### config.mk
export PLATFORM = sky130hd
export DESIGN_NAME = drc_ctrl
export DESIGN_NICKNAME = d
export VERILOG_FILES = /design/src/inc/drc_pkg.sv /design/src/hw/drc_ctrl.sv /design/src/hw/drc_sync.sv
export SDC_FILE = /design/constraint.sdc
export NUM_CORES = 1
export LEC_CHECK = 0
export ABC_AREA = 0
export BUFFER_PORTS_ARGS = -buffer_cell sky130_fd_sc_hd__clkbuf_2
export CORE_ASPECT_RATIO = 0.6
export CORE_MARGIN = 2
export CORE_UTILIZATION = 50
export CTS_BUF_LIST = sky130_fd_sc_hd__clkbuf_8
export CTS_CLUSTER_DIAMETER = 30
export DETAILED_ROUTE_END_ITERATION = 10
export PLACE_DENSITY = 0.67
export SLEW_MARGIN = 15
export SYNTH_ARGS = -nofsm -noshare
export SYNTH_HDL_FRONTEND = slang
export SYNTH_SLANG_ARGS = --single-unit
### constraint.sdc
create_clock -name sys_clk -period 4.35 [get_ports sys_clk]
set_input_delay 0.87 -clock sys_clk [delete_from_list [all_inputs] [get_ports sys_clk]]
set_output_delay 0.87 -clock sys_clk [all_outputs]
set_load 0.05 [all_outputs]
### src/inc/drc_pkg.sv
// Constants, types and helper functions for the DRAM strobe-timing host controller.
// Assumes a single 100 MHz clock and a 1M x 1 page-mode DRAM on the pins.
package drc_pkg;

  localparam int DRC_CLK_NS      = 10;
  localparam int DRC_CW          = 20;
  localparam int DRC_SYNC_CYC    = 2;
  localparam int DRC_WAKE_CYCLES = 8;
  localparam int DRC_INIT_US     = 200;
  localparam int DRC_IDLE_MS     = 4;
  localparam int DRC_RASP_MAX_NS = 100000;
  localparam int DRC_RAS_MAX_NS  = 10000;
  localparam int DRC_PAGE_MARGIN = 64;
  localparam int DRC_ROW_W       = 10;

  // Timer slots.
  localparam int DRC_T_RAS = 0;
  localparam int DRC_T_CAS = 1;
  localparam int DRC_T_CP  = 2;
  localparam int DRC_T_COL = 3;
  localparam int DRC_T_GEN = 4;
  localparam int DRC_NT    = 5;

  // Figures in ns, one entry per speed grade, fastest first.
  localparam int DRC_RC_NS[3]   = '{165, 190, 220};
  localparam int DRC_RWC_NS[3]  = '{190, 220, 255};
  localparam int DRC_PC_NS[3]   = '{50, 55, 70};
  localparam int DRC_PRWC_NS[3] = '{75, 85, 105};
  localparam int DRC_RAC_NS[3]  = '{85, 100, 120};
  localparam int DRC_CAC_NS[3]  = '{25, 25, 30};
  localparam int DRC_AA_NS[3]   = '{45, 50, 60};
  localparam int DRC_CPA_NS[3]  = '{45, 50, 65};
  localparam int DRC_RP_NS[3]   = '{70, 80, 90};
  localparam int DRC_RAS_NS[3]  = '{85, 100, 120};
  localparam int DRC_CSH_NS[3]  = '{85, 100, 120};
  localparam int DRC_RSH_NS[3]  = '{25, 25, 30};
  localparam int DRC_CAS_NS[3]  = '{25, 25, 30};
  localparam int DRC_RCD_NS[3]  = '{25, 25, 25};
  localparam int DRC_RAD_NS[3]  = '{20, 20, 20};
  localparam int DRC_CRP_NS[3]  = '{10, 10, 10};
  localparam int DRC_CP_NS[3]   = '{10, 10, 15};
  localparam int DRC_RAH_NS[3]  = '{15, 15, 15};
  localparam int DRC_CAH_NS[3]  = '{20, 20, 25};
  localparam int DRC_AR_NS[3]   = '{65, 75, 90};
  localparam int DRC_RAL_NS[3]  = '{45, 50, 60};
  localparam int DRC_WP_NS[3]   = '{20, 20, 25};
  localparam int DRC_CWL_NS[3]  = '{20, 25, 30};
  localparam int DRC_RWL_NS[3]  = '{20, 25, 30};
  localparam int DRC_WCH_NS[3]  = '{20, 20, 25};
  localparam int DRC_WCR_NS[3]  = '{65, 75, 90};
  localparam int DRC_DH_NS[3]   = '{20, 20, 25};
  localparam int DRC_DHR_NS[3]  = '{65, 75, 90};

  typedef enum logic [1:0] {
    DRC_READ  = 2'b00,
    DRC_WRITE = 2'b01,
    DRC_RMW   = 2'b10
  } drc_kind_t;

  typedef enum logic [3:0] {
    DRC_S_POWER = 4'h0,
    DRC_S_WLO   = 4'h1,
    DRC_S_WHI   = 4'h2,
    DRC_S_IDLE  = 4'h3,
    DRC_S_ROW   = 4'h4,
    DRC_S_RAS   = 4'h5,
    DRC_S_COL   = 4'h6,
    DRC_S_CAS   = 4'h7,
    DRC_S_CP    = 4'h8,
    DRC_S_PWAIT = 4'h9,
    DRC_S_CLOSE = 4'hA
  } drc_state_t;

  typedef struct packed {
    drc_kind_t              kind;
    logic [DRC_ROW_W-1:0]   row;
    logic [DRC_ROW_W-1:0]   col;
    logic                   wdata;
  } drc_req_t;

  typedef struct packed {
    logic                   ras_n;
    logic                   cas_n;
    logic                   we_n;
    logic [DRC_ROW_W-1:0]   muxed_address_bus;
    logic                   din;
    logic                   test_function_input;
  } drc_pins_t;

  localparam drc_pins_t DRC_PINS_RST = '{ras_n: 1'b1, cas_n: 1'b1, we_n: 1'b1,
                                         muxed_address_bus: 10'h000, din: 1'b0,
                                         test_function_input: 1'b0};

  // Least time in whole cycles, rounded up, never below one.
  function automatic int drc_min_cyc(input int ns);
    int c;
    c = (ns + DRC_CLK_NS - 1) / DRC_CLK_NS;
    return (c < 1) ? 1 : c;
  endfunction : drc_min_cyc

  // Longest time in whole cycles, rounded down, never below one.
  function automatic int drc_max_cyc(input int ns);
    int c;
    c = ns / DRC_CLK_NS;
    return (c < 1) ? 1 : c;
  endfunction : drc_max_cyc

  function automatic int drc_imax(input int a, input int b);
    return (a > b) ? a : b;
  endfunction : drc_imax

  // True when an event at this edge lies n or more cycles after the clearing edge.
  function automatic logic drc_at(input logic [DRC_CW-1:0] cnt, input int n);
    return int'(cnt) >= (n - 1);
  endfunction : drc_at

endpackage : drc_pkg
### src/hw/drc_ctrl.sv
// Host controller that drives a 1M x 1 DRAM through its strobes, address and data pins.
// Assumes a single 100 MHz clock; the data-out pin is asynchronous and is synchronised.
//
// Notes on behaviour
// - Row strobe falls are spaced by at least the random cycle time.
// - Page-mode column strobe falls are spaced by at least the page cycle time.
// - Page read-modify-write column strobe falls use the longer page read-write time.
// - Row strobe low time stays between its minimum and the page maximum, for single accesses too.
// - Column strobe falls at least the row-to-column strobe delay after the row strobe.
// - Column address appears at least the least row-to-column address delay later.
// - Column strobe is high long enough before the row strobe falls.
// - Between page accesses the column strobe stays high for the precharge time.
// - Row address is stable at the row strobe fall and held afterwards.
// - Column address is stable at the column strobe fall and held afterwards.
// - Column address is held long enough measured from the row strobe fall.
// - Column address is valid long enough before the row strobe rises.
// - After power-up wait 200 us, then issue eight row strobe cycles.
// - The test-function input is driven low.
// - Ten address pins carry the row, then the column, of a 20-bit cell address.
// - After more than 4 ms without activity, eight row strobe cycles are issued again.
`timescale 1ns/1ps
module drc_ctrl
  import drc_pkg::*;
#(
  parameter int GRADE         = 0,
  parameter int INIT_WAIT_CYC = DRC_INIT_US * 1000 / DRC_CLK_NS,
  parameter int IDLE_CYC      = DRC_IDLE_MS * 1000000 / DRC_CLK_NS,
  parameter int RASP_CYC      = DRC_RASP_MAX_NS / DRC_CLK_NS
) (
  input  wire logic sys_clk,
  input  wire logic rst_n,
  input  wire logic req_valid,
  input  drc_req_t  req,
  output logic      req_ready,
  output logic      rsp_valid,
  output logic      rsp_data,
  output logic      init_done,
  output drc_pins_t pins,
  input  wire logic dout_pin
);

  localparam int RC_CYC    = drc_imax(drc_min_cyc(DRC_RC_NS[GRADE]),
                                      drc_min_cyc(DRC_RWC_NS[GRADE]));
  localparam int PC_CYC    = drc_min_cyc(DRC_PC_NS[GRADE]);
  localparam int PRWC_CYC  = drc_min_cyc(DRC_PRWC_NS[GRADE]);
  localparam int RAC_CYC   = drc_max_cyc(DRC_RAC_NS[GRADE]) + DRC_SYNC_CYC + 1;
  localparam int CAC_CYC   = drc_max_cyc(DRC_CAC_NS[GRADE]) + DRC_SYNC_CYC + 1;
  localparam int AA_CYC    = drc_max_cyc(DRC_AA_NS[GRADE]) + DRC_SYNC_CYC + 1;
  localparam int CPA_CYC   = drc_max_cyc(DRC_CPA_NS[GRADE]) + DRC_SYNC_CYC + 1;
  localparam int RP_CYC    = drc_imax(drc_min_cyc(DRC_RP_NS[GRADE]),
                                      drc_min_cyc(DRC_CRP_NS[GRADE]));
  localparam int RAS_LO    = drc_imax(drc_imax(drc_min_cyc(DRC_RAS_NS[GRADE]),
                                               drc_min_cyc(DRC_CSH_NS[GRADE])),
                                      drc_imax(drc_min_cyc(DRC_AR_NS[GRADE]),
                                               drc_imax(drc_min_cyc(DRC_WCR_NS[GRADE]),
                                                        drc_min_cyc(DRC_DHR_NS[GRADE]))));
  localparam int CAS_LO    = drc_imax(drc_imax(drc_min_cyc(DRC_CAS_NS[GRADE]),
                                               drc_min_cyc(DRC_CAH_NS[GRADE])),
                                      drc_imax(drc_min_cyc(DRC_RSH_NS[GRADE]),
                                               drc_min_cyc(DRC_WCH_NS[GRADE])));
  localparam int COL_CYC   = drc_imax(drc_min_cyc(DRC_RAH_NS[GRADE]),
                                      drc_min_cyc(DRC_RAD_NS[GRADE]));
  localparam int RCD_CYC   = drc_min_cyc(DRC_RCD_NS[GRADE]);
  localparam int CP_CYC    = drc_min_cyc(DRC_CP_NS[GRADE]);
  localparam int RAL_CYC   = drc_min_cyc(DRC_RAL_NS[GRADE]);
  localparam int W_LEAD    = drc_imax(drc_imax(drc_min_cyc(DRC_WP_NS[GRADE]),
                                               drc_min_cyc(DRC_CWL_NS[GRADE])),
                                      drc_imax(drc_min_cyc(DRC_RWL_NS[GRADE]),
                                               drc_min_cyc(DRC_DH_NS[GRADE])));
  localparam int PAGE_CLOSE = RASP_CYC - DRC_PAGE_MARGIN;

  drc_state_t              state;
  drc_state_t              next_state;
  drc_req_t                cur;
  logic [DRC_ROW_W-1:0]    open_row;
  logic [DRC_CW-1:0]       cnt [DRC_NT];
  logic [DRC_NT-1:0]       clr;
  logic [3:0]              wake_cnt;
  logic                    pend;
  logic                    sampled;
  logic                    in_page;
  logic                    last_rmw;
  logic                    dq;
  logic                    take;
  logic                    read_ok;
  logic                    cas_done;
  logic                    a_ras_fall;
  logic                    a_ras_rise;
  logic                    a_row;
  logic                    a_col;
  logic                    a_cas_fall;
  logic                    a_cas_rise;
  logic                    a_sample;
  logic                    a_wake;

  drc_sync #(.W(1)) u_dq_sync (
    .sys_clk (sys_clk),
    .rst_n   (rst_n),
    .d       (dout_pin),
    .q       (dq)
  );

  assign take = req_valid && req_ready;

  // Read sampling waits out the column and address access paths plus the page or row access path, so the output is driven and settled.
  assign read_ok = drc_at(cnt[DRC_T_CAS], CAC_CYC) &&
                   drc_at(cnt[DRC_T_COL], AA_CYC) &&
                   (in_page ? drc_at(cnt[DRC_T_CP], CPA_CYC)
                            : drc_at(cnt[DRC_T_RAS], RAC_CYC));

  always_comb begin
    cas_done = 1'b0;
    if (drc_at(cnt[DRC_T_CAS], CAS_LO)) begin
      case (cur.kind)
        DRC_WRITE: cas_done = drc_at(cnt[DRC_T_GEN], W_LEAD);
        DRC_RMW:   cas_done = sampled && !pins.we_n && drc_at(cnt[DRC_T_GEN], W_LEAD);
        default:   cas_done = sampled;
      endcase
    end
  end

  always_comb begin
    next_state = state;
    a_ras_fall = 1'b0;
    a_ras_rise = 1'b0;
    a_row      = 1'b0;
    a_col      = 1'b0;
    a_cas_fall = 1'b0;
    a_cas_rise = 1'b0;
    a_sample   = 1'b0;
    a_wake     = 1'b0;
    case (state)
      DRC_S_POWER: begin
        if (drc_at(cnt[DRC_T_GEN], INIT_WAIT_CYC)) begin
          a_wake     = 1'b1;
          next_state = DRC_S_WHI;
        end
      end
      DRC_S_WLO: begin
        if (drc_at(cnt[DRC_T_RAS], RAS_LO)) begin
          a_ras_rise = 1'b1;
          next_state = DRC_S_WHI;
        end
      end
      DRC_S_WHI: begin
        if (drc_at(cnt[DRC_T_GEN], RP_CYC) && drc_at(cnt[DRC_T_RAS], RC_CYC)) begin
          if (wake_cnt == 4'(DRC_WAKE_CYCLES)) begin
            a_row      = pend;
            next_state = pend ? DRC_S_ROW : DRC_S_IDLE;
          end else begin
            a_ras_fall = 1'b1;
            next_state = DRC_S_WLO;
          end
        end
      end
      DRC_S_IDLE: begin
        if (drc_at(cnt[DRC_T_RAS], IDLE_CYC)) begin
          a_wake     = 1'b1;
          next_state = DRC_S_WHI;
        end else if (take) begin
          a_row      = 1'b1;
          next_state = DRC_S_ROW;
        end
      end
      DRC_S_ROW: begin
        if (drc_at(cnt[DRC_T_GEN], RP_CYC) && drc_at(cnt[DRC_T_RAS], RC_CYC)) begin
          a_ras_fall = 1'b1;
          next_state = DRC_S_RAS;
        end
      end
      DRC_S_RAS: begin
        if (drc_at(cnt[DRC_T_RAS], COL_CYC)) begin
          a_col      = 1'b1;
          next_state = DRC_S_COL;
        end
      end
      DRC_S_COL: begin
        if (drc_at(cnt[DRC_T_RAS], RCD_CYC)) begin
          a_cas_fall = 1'b1;
          next_state = DRC_S_CAS;
        end
      end
      DRC_S_CAS: begin
        a_sample = (cur.kind != DRC_WRITE) && !sampled && read_ok;
        if (cas_done) begin
          a_cas_rise = 1'b1;
          next_state = DRC_S_CP;
        end
      end
      DRC_S_CP: begin
        if (take && req.row == open_row && !drc_at(cnt[DRC_T_RAS], PAGE_CLOSE)) begin
          a_col      = 1'b1;
          next_state = DRC_S_PWAIT;
        end else if (take || drc_at(cnt[DRC_T_RAS], PAGE_CLOSE)) begin
          next_state = DRC_S_CLOSE;
        end
      end
      DRC_S_PWAIT: begin
        if (drc_at(cnt[DRC_T_CP], CP_CYC) &&
            drc_at(cnt[DRC_T_CAS], last_rmw ? PRWC_CYC : PC_CYC)) begin
          a_cas_fall = 1'b1;
          next_state = DRC_S_CAS;
        end
      end
      DRC_S_CLOSE: begin
        if (drc_at(cnt[DRC_T_RAS], RAS_LO) && drc_at(cnt[DRC_T_COL], RAL_CYC)) begin
          a_ras_rise = 1'b1;
          a_row      = pend;
          next_state = pend ? DRC_S_ROW : DRC_S_IDLE;
        end
      end
      default: begin
        next_state = DRC_S_POWER;
      end
    endcase
  end

  assign clr[DRC_T_RAS] = a_ras_fall;
  assign clr[DRC_T_CAS] = a_cas_fall;
  assign clr[DRC_T_CP]  = a_cas_rise;
  assign clr[DRC_T_COL] = a_col;
  assign clr[DRC_T_GEN] = a_ras_rise || a_wake || (a_cas_fall && cur.kind == DRC_WRITE) ||
                          (a_sample && cur.kind == DRC_RMW);

  // Saturating timers, each cleared on the edge of its own pin event.
  always_ff @(posedge sys_clk) begin
    for (int i = 0; i < DRC_NT; i++) begin
      if (!rst_n || clr[i]) begin
        cnt[i] <= '0;
      end else if (cnt[i] != '1) begin
        cnt[i] <= cnt[i] + 1'b1;
      end
    end
  end

  always_ff @(posedge sys_clk) begin
    if (!rst_n) begin
      state <= DRC_S_POWER;
    end else begin
      state <= next_state;
    end
  end

  // Request capture, pending flag and open-row tracking.
  always_ff @(posedge sys_clk) begin
    if (!rst_n) begin
      cur      <= '0;
      open_row <= '0;
      pend     <= 1'b0;
      in_page  <= 1'b0;
      last_rmw <= 1'b0;
      sampled  <= 1'b0;
    end else begin
      if (take) begin
        cur  <= req;
        pend <= (next_state != DRC_S_ROW) && (next_state != DRC_S_PWAIT);
      end else if (a_row) begin
        pend <= 1'b0;
      end
      if (a_row) begin
        open_row <= take ? req.row : cur.row;
      end
      if (a_ras_fall) begin
        in_page <= 1'b0;
      end else if (a_col && state == DRC_S_CP) begin
        in_page <= 1'b1;
      end
      if (a_cas_rise) begin
        last_rmw <= (cur.kind == DRC_RMW);
      end
      if (a_cas_fall) begin
        sampled <= 1'b0;
      end else if (a_sample) begin
        sampled <= 1'b1;
      end
    end
  end

  // Pin drive.
  always_ff @(posedge sys_clk) begin
    if (!rst_n) begin
      pins <= DRC_PINS_RST;
    end else begin
      pins.test_function_input <= 1'b0;
      if (a_ras_fall) begin
        pins.ras_n <= 1'b0;
      end else if (a_ras_rise) begin
        pins.ras_n <= 1'b1;
      end
      if (a_row) begin
        pins.muxed_address_bus <= take ? req.row : cur.row;
      end else if (a_col) begin
        pins.muxed_address_bus <= (state == DRC_S_CP) ? req.col : cur.col;
      end else if (a_wake) begin
        pins.muxed_address_bus <= '0;
      end
      if (a_cas_fall) begin
        pins.cas_n <= 1'b0;
        pins.we_n  <= (cur.kind != DRC_WRITE);
        pins.din   <= cur.wdata;
      end else if (a_cas_rise) begin
        pins.cas_n <= 1'b1;
        pins.we_n  <= 1'b1;
      end else if (a_sample && cur.kind == DRC_RMW) begin
        pins.we_n  <= 1'b0;
      end
    end
  end

  always_ff @(posedge sys_clk) begin
    if (!rst_n) begin
      wake_cnt  <= '0;
      init_done <= 1'b0;
    end else begin
      if (a_wake) begin
        wake_cnt <= '0;
      end else if (a_ras_rise && state == DRC_S_WLO) begin
        wake_cnt <= wake_cnt + 1'b1;
      end
      if (state == DRC_S_WHI && next_state != DRC_S_WHI && next_state != DRC_S_WLO) begin
        init_done <= 1'b1;
      end
    end
  end

  always_ff @(posedge sys_clk) begin
    if (!rst_n) begin
      req_ready <= 1'b0;
      rsp_valid <= 1'b0;
      rsp_data  <= 1'b0;
    end else begin
      req_ready <= (next_state == DRC_S_IDLE) || (next_state == DRC_S_CP);
      rsp_valid <= a_sample;
      if (a_sample) begin
        rsp_data <= dq;
      end
    end
  end

endmodule : drc_ctrl

### src/hw/drc_sync.sv
// Two-flop synchroniser for signals arriving from outside the clock domain.
// Assumes the input is a level with no timing relation to sys_clk.
`timescale 1ns/1ps
module drc_sync
  import drc_pkg::*;
#(
  parameter int W = 1
) (
  input  wire logic         sys_clk,
  input  wire logic         rst_n,
  input  wire logic [W-1:0] d,
  output logic      [W-1:0] q
);

  logic [W-1:0] meta;

  always_ff @(posedge sys_clk) begin
    if (!rst_n) begin
      meta <= '0;
      q    <= '0;
    end else begin
      meta <= d;
      q    <= meta;
    end
  end

endmodule : drc_sync

; ---- Yosys cells after proc, flatten, opt, wreduce, memory -nomap -nowiden
; Memory sizes are Yosys's and may differ from the RTL's.
; Index checks and enable logic that the tools add are counted.
; Widths: inputs -> output; s select.
[word_totals]
register_bits = 66
mem_bits_rw = 100
in_bits = 27
output_inout_bits = 19
word_cells = 208
n_memories = 1
[memory_table]
columns = memory, words, word_bits, rd, rd_ports_with_merged_regs, wr, line_no
row1 = cnt, 5, 20, 5, 0, 5, drc_ctrl.sv:76  ; logic [DRC_CW-1:0] cnt [DRC_NT];
[op_classes]
addsub = 7
magnitude_cmp = 16
eq_ne = 26
n_mux = 88
n_bitwise = 6
n_reduce_logical = 41
[op_table]
columns = operator, count
row1 = $add 20x1->20 const B, 5
row2 = $ge 20x3->1 const B, 5
row3 = $mux 20, 5
row4 = $ne 20x20->1 const B, 5
row5 = $mux 4, 14
row6 = $mux 1, 53
row7 = $mux 10, 5
row8 = $pmux 4 s11, 1
row9 = $ge 20x1->1 const B, 2
row10 = $ge 20x2->1 const B, 2
row11 = $ge 20x4->1 const B, 2
row12 = $ge 21x5->1, 1
row13 = $eq 4x4->1 const B, 5
row14 = $ge 20x14->1 const B, 1
row15 = $ge 20x15->1 const B, 1
row16 = $ge 20x19->1 const B, 1
row17 = $ge 20x5->1 const B, 1
row18 = $logic_and 1x1->1, 18
row19 = $eq 4x3->1 const B, 4
row20 = $eq 4x2->1 const B, 3
row21 = $pmux 1 s2, 6
row22 = $eq 10x10->1, 1
row23 = $logic_or 1x1->1, 10
row24 = $mux 3, 2
row25 = 19 further kinds, 31

; ---- Logic depth before layout (Yosys ltp)
; Gate-level depths: netlist of run 1.
[depth]
word_depth = 12
mapped_depth = 12
mapped_depth_nobuf = 10

; ---- Hierarchy
; Synthesis of run 1 repeated with hierarchy kept, for this count alone.
[hier_totals]
hier_cells = 931
hier_area_um2 = 8998.6
[modules_own_cells]
columns = module, n_inst, cells_per_inst, area_each_um2
row1 = drc_ctrl, 1, 927, 8946.1
row2 = drc_sync, 1, 4, 52.6

; ---- Worst setup path after synthesis of run 1
; No wires, ideal clock.
[synth_timing]
path_kind = register to register
from = memory cnt[0][1]
to = memory cnt[4][0], enable pin
setup_ns = 0.399
arrival_ns = 2.625
required_ns = 3.951
slack_ns = 1.326
path_stages_with_launch = 9
period_less_slack_ns = 3.024
cell_sequence = edfxtp_1 > ha_1 > and3_1 > a311oi_1 > o21ai_1 > a32oi_2 > nand2_2 > or4b_4 > nand2b_1
[synth_lines]
columns = item, line_no
row1 = "start, declared", drc_ctrl.sv:76

==> results of run 1 <==
==> stage by stage <==
stage          utilization (%)  power, mW
6_report                  56.0       2.80
5_1_grt                   56.0       2.91
4_1_cts                   56.0       2.82
3_5_place_dp              54.0       1.81
3_3_place_gp              54.0       1.81
2_1_floorplan                -       1.77
==> synthesized netlist by cell type, drive strengths merged (6+ instances only) <==
cell,count,share of area [%]
a21oi,43,2.4
o21ai,17,0.94
nand2b,6,0.42
nor3,22,1.3
nor4,21,1.8
ha,20,2.8
inv,31,1.3
xor2,56,5.4
dfxtp,65,14
nand3,51,2.8
xnor2,47,4.6
buf,9,0.82
nor2,159,7.3
clkbuf,36,1.5
and4,7,0.68
nand4,18,1.3
a221oi,10,0.97
nand2,146,6.1
edfxtp,100,33
and2,21,1.5
and3,32,2.2
==> logic make-up after synthesis <==
| logic type | after synthesis |
|---|---|
| other | 1 |
| flip-flops | 165 |
| adder cells (fa/ha/maj) | 20 |
| XOR/XNOR | 103 |
| multiplexers | 5 |
| buffers and inverters | 76 |
| AND/OR/NAND/NOR | 508 |
| AO/OA/AOI/OAI | 103 |
==> per-layer routing <==
metal	wire (µm)	global-route usage [%]	vias to the layer above	part of all wire [%]
met5	0	0	-	0
li1	-	-	3470	-
met2	8010	29.9	232	39
met3	1440	6.22	24	6.9
met1	11100	36.2	3254	53
met4	253	5.91	0	1.2
==> state kept, by name, indices dropped and copies added, names as in the netlist <==
signal	flops
u_dq_sync.meta	1
sampled	1
pins	14
state	4
pend	1
cnt	100
last_rmw	1
open_row	10
in_page	1
rsp_data	1
u_dq_sync.q	1
wake_cnt	4
rsp_valid	1
cur	23
init_done	1
req_ready	1
==> report_power, final <==
group / internal (mW) / switching, mW / total [mW]
Clock: 0.412 / 0.614 / 1.03
Combinational: 0.0362 / 0.0649 / 0.101
Sequential: 1.65 / 0.0216 / 1.68
Total: 2.10 / 0.700 / 2.80
==> layout make-up <==
class	instances	area (µm²)	share of cell area, %
multi-input combinational	740	4390	45.1
sequential	165	4300	44.1
timing repair buffer	54	295	3.03
tap	234	293	3.00
clock buffer	18	248	2.54
inverter	31	116	1.19
clock inverter	14	101	1.04
==> critical path, delay by kind of cell (launching register included) <==
family / cells / cell delay [ns]
DFF: 1 / 0.52
AOI/OAI and AO/OA: 3 / 0.88
and+or+nand+nor: 4 / 1.52
adders and majority gates: 1 / 0.27
==> worst paths after layout <==
path	start	to	cells after the start
worst max-delay path	cnt[0][1]$_SDFFCE_PN0P_	cnt[4][11]$_SDFFCE_PN0P_	8
worst min-delay path	cur[10]$_SDFFE_PN0P_	cur[10]$_SDFFE_PN0P_	2
worst max register to register	cnt[0][1]$_SDFFCE_PN0P_	cnt[4][11]$_SDFFCE_PN0P_	8
worst min register to register	cur[10]$_SDFFE_PN0P_	cur[10]$_SDFFE_PN0P_	2
==> metrics.md, run 1 <==
| Metric | Value |
|---|---|
| Status | complete, no violations |
| Startpoint class of the critical path | flop |
| TritonCTS buffer count | 17 |
| Total core area | 17400 µm² |
| CP required | 4.35 ns |
| Adder-Cell Fraction of Synth Area | 2.77% |
| CTS tree | done |
| Synth Area in Compound Gates | 7.60% |
| DP Wirelength | 14800 µm |
| Synth Cell Area | 9020 µm² |
| Final setup vio count | 0 |
| Cts hold-fix bufs | 0 |
| Largest family of logic cells by synthesized area | simple AND/OR/NAND/NOR gates |
| Clk root buf | clkbuf_8 |
| Area Growth Syn to Fin | 8.13% |
| Die width | 177 µm |
| Post-CTS Resized | 0 |
| Vias in the first global route | 6349 |
| Clock Sinks | 165 |
| Ys flop type | edfxtp_1 |
| Clk buf depth | 2 |
| Rows | 37 |
| EDFF count, synth | 100 |
| GRT overflow | 0 |
| Routed wire length | 20800 µm |
| Nets | 1056 |
| Dpl cells | 1224 |
| Slowest CP cell | nand2b_1 |
| Seq cells post-synth | 165 |
| # fillers | 1619 |
| Final Worst Setup Slack | 0.695 ns |
| Crit-path max cell delay | 0.63 ns |
| Worst vdd ir | 0.225 mV |
| I/O Buffers | 44 |
| Most frequent cells in the layout | nor2_1 (149), nand2_1 (145), edfxtp_1 (100) |
| Ports | 46 |
| First-pass GRT wire length | 34000 µm |
| Worst-path cell chain | ha_1, and3_1, a311oi_1, o21ai_1, a32oi_2, nand2_2, or4b_4, nand2b_1 |
| Critical path class | flop to flop |
| H-tree levels | 4 |
| Final Max Slew Viols | 0 |
| Layout cells sized above 1 | 11.2% |
| PD cells | 287 nW/µm² |
| DRT antenna net count | 0 |
| Ant diodes | 0 |
| Max FO, Critical Path | 20 |
| Synth Warn # | 0 |
| Final std cells w/o fill | 1256 |
| Leakage power | 3.76 nW |
| Die Y-Extent | 108 µm |
| Post-Synth Simple-Gate Area | 27.7% |
| Max-cap violation count | 0 |
| Initial DRC count | 757 |
| DRC viols | 0 |
| Mapped Cells | 981 |
| Setup TNS | 0 ns |
| Register-to-register setup slack | 0.69 ns |
| Synth cell types | 74 |
| Post-CTS Setup Repair Bufs | 0 |
| DP Area | 9400 µm² |
| All-layer global routing usage | 22.8% |
| Skew final | 0.0159 ns |
| Via count | 6980 |
| Avg Vias per Cell | 5.56 |
| Final hold vios | 0 |
| Initial Util | 51.8% |
| Post-Syn Nets | 1028 |
| Actual transition at the worst max-transition pin | 1.03 ns |
| Worst Path Arrival | 3.66 ns |
| Max-slew headroom | 31.2% |
| RSZ-0062 raised after global routing | false |
| Clock Latency Late Sink | 0.47 ns |
| Mux contribution to synthesized area | 0.569% |
| Hold slack | 0.459 ns |
| Die footprint | 19200 µm² |
| Final estimated routing congestion in global placement | 0.893 |
| Max Clock Freq | 0.274 GHz |
| Crit path time final | 3.66 ns |
| Initial antenna violation count | 0 |
| Synth Area in XOR/XNOR | 10.0% |
| Sequential share of the synthesized area | 47.7% |
| Leading cell type in the layout, fill and taps excluded | nor2_1 |
| CP endpoint kind | flop |
| Avg Synthesized Cell Area | 9.19 µm² |
| Clock transition at the registers of the reported paths | 0.08 ns |
| DR pass1 iterations | 5 |
| Hold/Removal Path Class | flop to flop |
| Fin crit share | 84.0% |
| Asr flop ratio synth | 0% |
| Design area | 9750 µm² |
| Drt wl/cell | 16.6 µm |
| DP Worst Slack | 0.732 ns |
| Largest net degree at the start of global routing | 42 |
Power figures use the tool's default switching activity.
==> inputs of run 2 (changes only) <==
- ABC_AREA: 0 -> 1
- clock period: 4.35 -> 3.6 ns (I/O delays scaled with it)
==> run 2 against run 1 <==
Global-route usage is 1.8 points lower. Core utilization is 0.80 points lower. Register-to-register slack worse by 0.06 ns. Cell area is 6.7% higher. Total power is 26% higher. Critical path depth is 5 higher. Hold slack worse by 0.020 ns. Final cell count is 21% higher. Synthesized area is 5.5% higher. Maximum frequency is 23% higher. Critical path type unchanged. Largest cell class unchanged.
==> metrics.md, run 2 <==
| Metric | Value |
|---|---|
| Skew final | 0.0118 ns |
| RSZ-0062 raised after global routing | false |
| DRC viols | 0 |
| EDFF count, synth | 100 |
| Crit path time final | 2.96 ns |
| Ys flop type | edfxtp_1 |
| Area leader, netlist | edfxtp_1 |
| Post-CTS Resized | 0 |
| Startpoint class of the critical path | flop |
| DP Worst Slack | 0.672 ns |
| Initial antenna violation count | 0 |
| Synth cell types | 42 |
| Die footprint | 20200 µm² |
| Synth top area share | 31.6% |
| Ports | 46 |
| Biggest register | cnt |
| Sequential share of the synthesized area | 45.2% |
| Clk root buf | clkbuf_8 |
| Setup TNS | 0 ns |
| Top cells by area, synth | edfxtp_1 (32%), dfxtp_1 (14%), nand2_1 (9.1%) |
| All-layer global routing usage | 21.0% |
| DRT antenna net count | 0 |
| Avg Vias per Cell | 5.10 |
| Largest regs | cnt: 100 flops, cur: 23 flops, pins: 14 flops |
| Leakage power | 4.34 nW |
| Final Worst Setup Slack | 0.639 ns |
| Mapped Cells | 1211 |
| Clock Sinks | 165 |
| Die Y-Extent | 111 µm |
| Max Clock Freq | 0.338 GHz |
| Synth Warn # | 0 |
| CTS tree | done |
| Max FO, Critical Path | 19 |
| Routed wire length | 20300 µm |
| Final hold vios | 0 |
| H-tree levels | 4 |
| Most frequent cell after synthesis | nand2_1 |
| DR pass1 iterations | 6 |
| Clk buf depth | 2 |
| Seq cells post-synth | 165 |
| Max-slew headroom | 38.9% |
| TritonCTS buffer count | 17 |
| Hold slack | 0.439 ns |
| Worst Path Arrival | 3.13 ns |
| Final Max Slew Viols | 0 |
| Avg Synthesized Cell Area | 7.86 µm² |
| Via count | 7750 |
| Die width | 182 µm |
| Ant diodes | 0 |
| GRT overflow | 0 |
| I/O Buffers | 44 |
| Asr flop ratio synth | 0% |
| Post-Syn Nets | 1258 |
| Fin crit share | 82.3% |
| Clock transition at the registers of the reported paths | 0.09 ns |
| First-pass GRT wire length | 34500 µm |
| Nets | 1307 |
| CP required | 3.77 ns |
| PD cells | 341 nW/µm² |
| CP endpoint kind | flop |
| Drt wl/cell | 13.4 µm |
| Final std cells w/o fill | 1519 |
| Most frequent cells in the layout | nand2_1 (230), nor2_1 (195), inv_1 (166) |
| Cts hold-fix bufs | 0 |
| Most frequent cells after synthesis | nand2_1 (230), nor2_1 (195), inv_1 (162) |
| Largest net degree at the start of global routing | 40 |
| Total core area | 18800 µm² |
| Clock Latency Late Sink | 0.46 ns |
| Critical path class | flop to flop |
| Vias in the first global route | 7166 |
| Status | complete, no violations |
| Initial Util | 50.5% |
| Worst vdd ir | 0.328 mV |
| Max reg flops | 100 |
| Dpl cells | 1487 |
| Final setup vio count | 0 |
| Layout cells sized above 1 | 9.98% |
| Actual transition at the worst max-transition pin | 0.907 ns |
| Rows | 39 |
| Area Growth Syn to Fin | 9.34% |
| Leading cell type in the layout, fill and taps excluded | nand2_1 |
| Post-CTS Setup Repair Bufs | 0 |
| Initial DRC count | 757 |
| Synth Cell Area | 9510 µm² |
| Hold/Removal Path Class | input port to flop |
| Max-cap violation count | 0 |
| DP Wirelength | 15100 µm |
| Final estimated routing congestion in global placement | 0.892 |
[run 2: path summary, 6_finish.rpt]
path                        startpoint                         to  slack, ns  depth (start not counted)
max            cnt[0][0]$_SDFFCE_PN0P_   cnt[0][17]$_SDFFCE_PN0P_       0.64                         13
min reg2reg  u_dq_sync.meta$_SDFF_PN0_     u_dq_sync.q$_SDFF_PN0_       0.44                          2
max reg2reg    cnt[0][0]$_SDFFCE_PN0P_   cnt[0][17]$_SDFFCE_PN0P_       0.64                         13
min                           dout_pin  u_dq_sync.meta$_SDFF_PN0_       0.44                          3
[run 2: kinds of logic (layout without fill, tap and decap cells)]
group,after synthesis,after routing,share of synthesized area [%]
and+or+nand+nor,642,642,30.6
muxes,8,8,0.842
other,1,1,0.0394
AOI/OAI and AO/OA,125,125,7.18
DFF,165,165,45.2
buffers and inverters,190,252,7.90
adders and majority gates,20,20,2.63
xor gates and xnor gates,60,60,5.52
[run 2: worst max-delay path, cell delays in order (launching register included)]
cell and delay [ns]:
edfxtp_1 0.46, ha_1 0.21, nand3_1 0.15, nor2_1 0.19, nand2_1 0.11, inv_1 0.10
nand3_1 0.09, nor2_1 0.14, nand4_1 0.09, inv_1 0.11, nand3_1 0.13, nand3b_1 0.20
nand3_1 0.57, a21oi_1 0.10
[run 2: final cells by class]
class	count	area (µm²)
inverters	163	612
fillers	1741	8430
flip-flops and latches	165	4300
repair buffers	57	318
multi-input cells	856	4460
clock inverters	13	141
well taps	246	308
clock buffers	19	262
[run 2: where the power goes]
group / switching (mW) / internal (mW)
Clock: 0.681 / 0.711
Sequential: 0.0201 / 2.00
Combinational: 0.0862 / 0.0476
[run 2: metrics by stage]
step	cell area, µm²	power (mW)	util [%]
floorplan	9510	2.15	-
global placement	10000	2.19	53.1
detailed placement	10000	2.19	53.1
CTS	10400	3.57	55.2
global route	10400	3.66	55.2
finish	10400	3.54	55.2
[run 2: metal layers]
metal  part of all wire (%)  GRT usage, %
met5                      0             0
met4                   0.70          4.09
met3                    4.9          4.96
met2                     41          30.6
met1                     53          31.9
